### config.mk
export PLATFORM = sky130hd
export DESIGN_NAME = pcm_port_ctrl
export DESIGN_NICKNAME = d
export VERILOG_FILES = /design/src/design/pcm_pkg_unused_guard.sv /design/src/design/pcm_pkg.sv /design/src/design/pcm_pin_cell.sv /design/src/design/pcm_port_ctrl.sv
export SDC_FILE = /design/constraint.sdc
export NUM_CORES = 1
export LEC_CHECK = 0
export ABC_AREA = 1
export BUFFER_PORTS_ARGS = -buffer_cell sky130_fd_sc_hd__buf_2
export CORE_AREA = 3 3 352 354
export DETAILED_ROUTE_END_ITERATION = 7
export DIE_AREA = 0 0 355 357
export GPL_ROUTABILITY_DRIVEN = 1
export GPL_TIMING_DRIVEN = 0
export SLEW_MARGIN = 20
export SYNTH_ARGS = -nofsm -noshare
export SYNTH_HDL_FRONTEND = slang
export SYNTH_SLANG_ARGS = --single-unit
export TNS_END_PERCENT = 20
### constraint.sdc
create_clock -name i_clk_sys -period 1.91 [get_ports i_clk_sys]
set_input_delay 0.191 -clock i_clk_sys [delete_from_list [all_inputs] [get_ports i_clk_sys]]
set_output_delay 0.191 -clock i_clk_sys [all_outputs]
set_load 0.02 [all_outputs]
### src/design/pcm_pkg_unused_guard.sv
// Intentionally left as a package-free marker; holds no code.

### src/design/pcm_pkg.sv
// Package for the pin control block: pin_control field layout, per-pin reset
// values and write masks, interrupt-configuration encodings.
// Assumes two ports of 32 pins each, all on the single system clock.
package pcm_pkg;

  localparam int PCM_NPORT = 2;
  localparam int PCM_NPIN  = 32;

  // Field positions inside the 32-bit pin_control word.
  localparam int PCM_PULL_DIR_BIT = 0;
  localparam int PCM_PULL_EN_BIT  = 1;
  localparam int PCM_SLEW_BIT     = 2;
  localparam int PCM_FILT_BIT     = 4;
  localparam int PCM_DRIVE_BIT    = 6;
  localparam int PCM_MUX_LSB      = 8;
  localparam int PCM_IRQ_CFG_LSB  = 16;
  localparam int PCM_IRQ_FLAG_BIT = 24;

  // Per-port bit masks, index [port][pin]; port 0 is A, port 1 is B.
  localparam logic [1:0][31:0] PCM_PULL_DIR_RST = {32'hffff_ffff, 32'hffff_fffe};
  localparam logic [1:0][31:0] PCM_PULL_EN_RST  = {32'h0000_0000, 32'h0000_0005};
  localparam logic [1:0][31:0] PCM_DRIVE_WR     = {32'h0000_0003, 32'h0000_3000};
  localparam logic [1:0][31:0] PCM_SLEW_RST     = {32'hfffc_7ffe, 32'hffff_7f3b};
  localparam logic [1:0][31:0] PCM_MUX3         = {32'h0000_0020, 32'h0000_0005};
  localparam logic [1:0][31:0] PCM_FILT_WR      = {32'h0000_0020, 32'h0000_0000};

  localparam logic [2:0] PCM_MUX_RST      = 3'h0;
  localparam logic [2:0] PCM_MUX_ALT3     = 3'h3;
  localparam logic [2:0] PCM_IRQ_CFG_RST  = 3'h0;
  // Interrupt configuration: bit 2 picks interrupt over DMA, bits 1:0 the edge.
  localparam logic [1:0] PCM_EDGE_RISE    = 2'h1;
  localparam logic [1:0] PCM_EDGE_FALL    = 2'h2;
  localparam logic [1:0] PCM_EDGE_BOTH    = 2'h3;

  typedef struct packed {
    logic       pull_direction_sel;
    logic       pull_enable;
    logic       drive_strength_en;
    logic       slew_rate_en;
    logic       passive_filter_en;
    logic [2:0] pin_function_sel;
    logic [2:0] pin_irq_config;
    logic       pin_irq_flag;
  } pcm_cfg_s;

  // Places a pin's fields at their positions in the register word.
  function automatic logic [31:0] pcm_pack(input pcm_cfg_s c);
    logic [31:0] w;
    w = 32'h0000_0000;
    w[PCM_PULL_DIR_BIT]            = c.pull_direction_sel;
    w[PCM_PULL_EN_BIT]             = c.pull_enable;
    w[PCM_SLEW_BIT]                = c.slew_rate_en;
    w[PCM_FILT_BIT]                = c.passive_filter_en;
    w[PCM_DRIVE_BIT]               = c.drive_strength_en;
    w[PCM_MUX_LSB+:3]              = c.pin_function_sel;
    w[PCM_IRQ_CFG_LSB+:3]          = c.pin_irq_config;
    w[PCM_IRQ_FLAG_BIT]            = c.pin_irq_flag;
    return w;
  endfunction

endpackage

### src/design/pcm_pin_cell.sv
// One pin's pin_control register with its edge detector and status flag.
// Assumes the pin input is synchronous to i_clk_sys and writes are one-cycle.
`timescale 1ns/1ps
`default_nettype none
module pcm_pin_cell #(
  parameter logic       PULL_DIR_RST = 1'b1,
  parameter logic       PULL_EN_RST  = 1'b0,
  parameter logic       SLEW_RST     = 1'b1,
  parameter logic       DRIVE_WR     = 1'b0,
  parameter logic       FILT_WR      = 1'b0,
  parameter logic [2:0] MUX_RST      = 3'h0
) (
  input  wire logic              i_clk_sys,
  input  wire logic              i_arst_n,
  input  wire logic              i_en,
  input  wire logic              i_wr,
  input  wire logic [31:0]       i_wdata,
  input  wire logic              i_pin,
  output pcm_pkg::pcm_cfg_s      o_cfg,
  output logic                   o_irq,
  output logic                   o_dma
);
  import pcm_pkg::*;

  pcm_cfg_s cfg_q, cfg_d;
  logic     pin_q, pin_d;
  logic     edge_hit;

  ////////////////////////////////////////////////////////////////////////////
  // Edge detection and next register value. Fixed fields never take write data.
  always_comb begin
    pin_d    = i_en ? i_pin : pin_q;
    unique case (cfg_q.pin_irq_config[1:0])
      PCM_EDGE_RISE: edge_hit = i_pin & ~pin_q;
      PCM_EDGE_FALL: edge_hit = ~i_pin & pin_q;
      PCM_EDGE_BOTH: edge_hit = i_pin ^ pin_q;
      default:       edge_hit = 1'b0;
    endcase
    cfg_d = cfg_q;
    if (i_wr) begin
      cfg_d.pull_enable          = i_wdata[PCM_PULL_EN_BIT];
      cfg_d.slew_rate_en         = i_wdata[PCM_SLEW_BIT];
      if (DRIVE_WR) cfg_d.drive_strength_en = i_wdata[PCM_DRIVE_BIT];
      if (FILT_WR) cfg_d.passive_filter_en = i_wdata[PCM_FILT_BIT];
      cfg_d.pin_function_sel     = {1'b0, i_wdata[PCM_MUX_LSB+:2]};
      cfg_d.pin_irq_config       = i_wdata[PCM_IRQ_CFG_LSB+:3];
      if (i_wdata[PCM_IRQ_FLAG_BIT]) cfg_d.pin_irq_flag = 1'b0;
    end
    // A new edge in the same cycle as a clear keeps the flag set.
    if (i_en && edge_hit) cfg_d.pin_irq_flag = 1'b1;
    cfg_d.pull_direction_sel = PULL_DIR_RST;
  end

  // Reset values per pin; every control field ends in a defined state.
  always_ff @(posedge i_clk_sys or negedge i_arst_n) begin
    if (!i_arst_n) begin
      cfg_q.pull_direction_sel <= PULL_DIR_RST;
      cfg_q.pull_enable        <= PULL_EN_RST;
      cfg_q.drive_strength_en  <= 1'b0;
      cfg_q.slew_rate_en       <= SLEW_RST;
      cfg_q.passive_filter_en  <= 1'b0;
      cfg_q.pin_function_sel   <= MUX_RST;
      cfg_q.pin_irq_config     <= PCM_IRQ_CFG_RST;
      cfg_q.pin_irq_flag       <= 1'b0;
      pin_q                    <= 1'b0;
    end else begin
      cfg_q <= cfg_d;
      pin_q <= pin_d;
    end
  end

  assign o_cfg = cfg_q;
  assign o_irq = cfg_q.pin_irq_flag & cfg_q.pin_irq_config[2];
  assign o_dma = cfg_q.pin_irq_flag & ~cfg_q.pin_irq_config[2];

endmodule // pcm_pin_cell
`default_nettype wire

### src/design/pcm_port_ctrl.sv
// Pin control for ports A and B: per-pin pin_control registers, the port
// clock gates, one interrupt and one DMA request per port.
// Assumes a single-cycle register port driven by the peripheral bridge.
//
// Functional notes
// Pull direction reads fixed, one except A0.
// Pull enable writable, resets one on A0, A2.
// Drive strength enable clears on reset.
// Drive strength writable only B0, B1, A12, A13.
// Slew rate writable, listed pins reset zero.
// Function select resets 000/011, top bit zero.
// Passive filter writable only on the NMI pin.
// Interrupt config and flag clear on reset.
// Reset pin filter follows reset pin option.
// One interrupt output per port.
// One DMA request output per port.
// Port clock gates clear on any reset.
// Software enables clock before using port.
// Software maps each function to one pin.
// Writes to fixed fields have no effect.
`timescale 1ns/1ps
`default_nettype none
module pcm_port_ctrl (
  input  wire logic                          i_clk_sys,
  input  wire logic                          i_arst_n,
  input  wire logic                          i_gate_wr,
  input  wire logic [1:0]                    i_gate_wdata,
  input  wire logic                          i_reg_wr,
  input  wire logic                          i_reg_rd,
  input  wire logic                          i_reg_port,
  input  wire logic [4:0]                    i_reg_pin,
  input  wire logic [31:0]                   i_reg_wdata,
  input  wire logic [1:0][31:0]              i_pin_in,
  input  wire logic                          i_reset_pin_option,
  output logic [31:0]                        o_reg_rdata,
  output logic [1:0]                         o_port_clock_gate,
  output pcm_pkg::pcm_cfg_s [1:0][31:0]      o_pin_cfg,
  output logic                               o_reset_pin_filter_en,
  output logic [1:0]                         o_port_irq,
  output logic [1:0]                         o_port_dma_req
);
  import pcm_pkg::*;

  logic [1:0]        gate_q, gate_d;
  logic [31:0]       rdata_q, rdata_d;
  logic              rpf_q, rpf_d;
  logic [1:0][31:0]  cell_irq, cell_dma;
  logic [1:0]        irq_q, irq_d, dma_q, dma_d;

  ////////////////////////////////////////////////////////////////////////////
  // One cell per pin; writes reach a cell only while its port clock runs.
  for (genvar p = 0; p < PCM_NPORT; p++) begin : g_port
    for (genvar n = 0; n < PCM_NPIN; n++) begin : g_pin
      pcm_pin_cell #(
        .PULL_DIR_RST (PCM_PULL_DIR_RST[p][n]),
        .PULL_EN_RST  (PCM_PULL_EN_RST[p][n]),
        .SLEW_RST     (PCM_SLEW_RST[p][n]),
        .DRIVE_WR     (PCM_DRIVE_WR[p][n]),
        .FILT_WR      (PCM_FILT_WR[p][n]),
        .MUX_RST      (PCM_MUX3[p][n] ? PCM_MUX_ALT3 : PCM_MUX_RST)
      ) u_cell (
        .i_clk_sys (i_clk_sys),
        .i_arst_n  (i_arst_n),
        .i_en      (gate_q[p]),
        .i_wr      (i_reg_wr && gate_q[p] && (i_reg_port == 1'(p))
                    && (i_reg_pin == 5'(n))),
        .i_wdata   (i_reg_wdata),
        .i_pin     (i_pin_in[p][n]),
        .o_cfg     (o_pin_cfg[p][n]),
        .o_irq     (cell_irq[p][n]),
        .o_dma     (cell_dma[p][n])
      );
    end
  end

  ////////////////////////////////////////////////////////////////////////////
  // Gates, read data, merged requests and the reset pin filter.
  // Reads of a gated port return zero rather than stale configuration.
  always_comb begin
    gate_d  = i_gate_wr ? i_gate_wdata : gate_q;
    rdata_d = rdata_q;
    if (i_reg_rd) begin
      rdata_d = gate_q[i_reg_port] ? pcm_pack(o_pin_cfg[i_reg_port][i_reg_pin])
                                   : 32'h0000_0000;
    end
    for (int p = 0; p < PCM_NPORT; p++) begin
      irq_d[p] = |cell_irq[p];
      dma_d[p] = |cell_dma[p];
    end
    rpf_d = i_reset_pin_option;
  end

  always_ff @(posedge i_clk_sys or negedge i_arst_n) begin
    if (!i_arst_n) begin
      gate_q  <= 2'h0;
      rdata_q <= 32'h0000_0000;
      irq_q   <= 2'h0;
      dma_q   <= 2'h0;
      rpf_q   <= 1'b0;
    end else begin
      gate_q  <= gate_d;
      rdata_q <= rdata_d;
      irq_q   <= irq_d;
      dma_q   <= dma_d;
      rpf_q   <= rpf_d;
    end
  end

  assign o_reg_rdata           = rdata_q;
  assign o_port_clock_gate     = gate_q;
  assign o_port_irq            = irq_q;
  assign o_port_dma_req        = dma_q;
  assign o_reset_pin_filter_en = rpf_q;

endmodule // pcm_port_ctrl
`default_nettype wire

==> summary.md <==
| Metric | Value |
|---|---|
| Worst-path maximum fanout | 10 |
| Setup WS pre-CTS | -1430 ps |
| Fin crit period | 1990 ps |
| CP max stage delay | 380 ps |
| Slack of the critical path | -84.8 ps |
| DRC | 0 |
| Routed length on met1 | 80900 um |
| Post-synth top flop | dfrtp_1 |
| Crit start category | register |
| Initial DRC count | 4230 |
| Vias in the first global route | 34.7k |
| Library cells used by synthesis | 35 |
| First-pass GRT wire length | 296000 um |
| Largest net degree at the start of global routing | 94 |
| Core Rows | 128 |
| Worst-skew pair later-pin latency | 650 ps |
| Met3 wire length | 21100 um |
| GRT Total Usage | 34.3% |
| Max Cap Viol | 0 |
| Number of CTS-inserted buffers | 74 |
| Leakage | 23.2 nW |
| Crit path max-delay family | buffers and inverters |
| Core area | 121000 sq um |
| H-tree depth reported by CTS | 3 |
| Clock Pin Slew Worst Setup and Hold Paths | 60 ps |
| Synthesis-stage register bit count | 599 |
| Max Buffers Root-to-Sink | 3 |
| Worst path arrival time | 2540 ps |
| Outcome | complete, but fails checks |
| Pwr Density | 988 nW/um^2 |
| Die Span Y | 357 um |
| Critical path required time | 2460 ps |
| Met2 routed WL | 106000 um |
| DIE AREA | 127000 sq um |
| Grt ovf | 0 |
| Initial antenna violation count | 16 |
| Synth async-reset ratio | 100% |
| Mux share of post-synthesis cell area | 0.0665% |
| CTS tree | done |
| Cells after Synth | 4461 |
| DR top layer | met5 |
| Compound-cell area share of the yosys netlist | 14.8% |
| Max IR drop VDD | 0.648 mV |
| Layout Area Growth over Synthesis | 32.4% |
| Ports | 917 |
| Worst min-delay path category | input port to asynchronous set/reset pin |
| Worst Setup End Kind | register |
| Synth Area in Simple Gates | 20.6% |
| Die width | 355 um |
| Total power | 0.0443 W |
| DRT antenna net count | 0 |
| Final period util | 104% |
| Layout net count | 5764 |
| Critical Path, Cell by Cell | buf_8, inv_2, nor3_4, buf_12, buf_12, nand2_1, clkbuf_1, o21ai_0 |
| Largest family of logic cells by synthesized area | simple AND/OR/NAND/NOR gates |
| Setup TNS | -1900 ps |
| DR WL/cell | 31.3 um |
| Max frequency | 501 MHz |
| Initial core utilization | 27.9% |
| Vias after detailed routing | 36.9k |
| Relative slew slack | 12.1% |
| Final-report hold violation count | 153 |
| DRT Pass-1 Iters | 5 |
| Yosys warns | 0 |
| Adder-Cell Fraction of Synth Area | 4.73% |
| Slew Viols, Final | 0 |
| Worst Skew | 20.9 ps |
| Slew @ Worst Pin | 1320 ps |
| Post-synthesis sequential area ratio | 44.5% |
| Via density | 5.12 |
| Crit path buf inv count | 5 |
| Clock Tree Root | clkbuf_16 |
| Post-synth EDFFs | 0 |
| RSZ-0062 raised after global routing | yes |
| Setup Crit Path Kind | register to register |
| Post-Syn Area | 33900 sq um |
| Hold WS | -103 ps |
| Routed WL | 226000 um |
| IO buf count | 618 |
| CTS Sinks | 599 |
| Layout cell share with drive strength beyond 1 | 25.8% |
| GP Congestion | 1.05 |
| Critical-path top delay cell | dfrtp_1 |
| Setup violators final | 64 |
| Violated checks | hold timing, setup timing |
| DP Wirelength | 184000 um |
| CP most frequent cell | buf_12 |
| Synth Area per Inst | 7.60 sq um |
| Xor/xnor share of the synthesized area | 0% |
sequential cells by signal, summed over array words and instances (netlist names):
| signal | flops |
|---|---|
| g_port.g_pin.u_cell.pin_q | 64 |
| o_port_irq | 2 |
| o_reset_pin_filter_en | 1 |
| g_port.g_pin.u_cell.o_cfg | 517 |
| o_port_clock_gate | 2 |
| o_reg_rdata | 11 |
| o_port_dma_req | 2 |
cells by family after synthesis:
group | Yosys count
AO/OA/AOI/OAI | 953
adder cells (fa/ha/maj) | 128
buffers and inverters | 1077
flip-flops | 599
multiplexers | 2
other | 2
AND/OR/NAND/NOR | 1700
worst paths after layout:
kind / start / to / slack (ps) / depth (start not counted)
max: o_port_clock_gate[0] / g_port[0].g_pin[0].u_cell.o_cfg[5] / -80 / 8
min: i_arst_n / g_port[0].g_pin[20].u_cell.o_cfg[2] / -100 / 6
max reg2reg: o_port_clock_gate[0] / g_port[0].g_pin[0].u_cell.o_cfg[5] / -80 / 8
min reg2reg: g_port[0].g_pin[20].u_cell.o_cfg[8] / g_port[0].g_pin[20].u_cell.o_cfg[8] / 480 / 2
max in group asynchronous: i_arst_n / g_port[1].g_pin[29].u_cell.o_cfg[8] / 280 / 9
min in group i_clk_sys: i_reg_wdata[2] / g_port[1].g_pin[20].u_cell.o_cfg[8] / 140 / 3
synthesized netlist by cell type (3+ instances only):
cell type  instances  area (sq um)
nand3_1          262          1310
or2_2             16           100
buf_2             59           295
nor4_1            12          75.1
clkbuf_1         152           571
buf_4            287          2150
inv_1            546          2050
o211ai_1          66           495
nor2_2             6          37.5
o21ai_0          670          3350
clkinv_1           9          33.8
nor2_4             6          67.6
dfstp_2           64          1680
a21oi_1          118           591
inv_2             11          41.3
buf_1             13          48.8
nor2_1           173           649
o22ai_1           34           213
a221oi_1           3          26.3
o2111ai_1          3          26.3
ha_1             128          1600
o31ai_1            5          37.5
dfrtp_1          535         13400
nand4_1           16           100
o21ai_1           53           265
nand2_1         1191          4470
and3_1             4          25.0
nand3_2           10           100
stage by stage:
step                instance area, sq um  util [%]  cells
detailed placement                 40300      33.2   6982
global placement                   40000      33.0   6974
global route                       44800      36.9   7209
CTS                                44300      36.5   7200
floorplan                          34900         -   4731
finish                             44900      37.0   7217
layout make-up:
type / instances / area [sq um]
Multi-Input combinational cell: 3055 / 15200
Clock inverter: 32 / 330
Timing Repair Buffer: 719 / 4340
Fill cell: 12866 / 76500
Buffer: 511 / 3630
Antenna cell: 8 / 20.0
Tap cell: 1625 / 2030
Clock buffer: 102 / 2090
Sequential cell: 599 / 15100
Inverter: 566 / 2130
cells in the final DEF (no fill, tap or decap), types with 34 or more instances in the layout:
cell	instances
inv_1	535
clkbuf_2	45
ha_1	128
dfstp_2	64
o21ai_1	72
o21ai_0	647
buf_2	677
clkbuf_16	82
buf_4	302
a21oi_1	117
nand3_1	233
o22ai_1	34
nand2_1	1165
dlygate4sd3_1	73
dfrtp_1	530
clkbuf_1	71
o211ai_1	66
nor2_1	147
conb_1	272
where the power goes:
part	internal (W)	total (W)	leakage [nW]	switching, W
clock network	0.00840	0.0145	1.20	0.00610
registers	0.0144	0.0168	7.73	0.00240
logic	0.00346	0.0130	14.2	0.00959
total	0.0262	0.0443	23.2	0.0181
worst min-delay path, stage by stage:
cell	delay [ps]
buf_8	70
buf_12	90
buf_12	80
buf_12	90
buf_12	110
buf_16	290
routing by layer:
| layer | track usage [%] | up-vias |
|---|---|---|
| met5 | 0 | - |
| met4 | 23.0 | 6 |
| met3 | 8.27 | 568 |
| met2 | 56.9 | 2242 |
| met1 | 39.3 | 18211 |
| li1 | - | 15919 |
timing repair:
| item | CTS | global route |
|---|---|---|
| buffers inserted | 4 | 4 |
| endpoints found under the setup margin | 551 | 453 |
| cloned | 2 | 4 |
| hold buffers | 78 | 1 |
| hold endpoints to repair | 257 | 98 |
| pin swaps | 2 | 5 |
| resized for setup | 238 | 190 |
(Power assumes the default switching activity.)
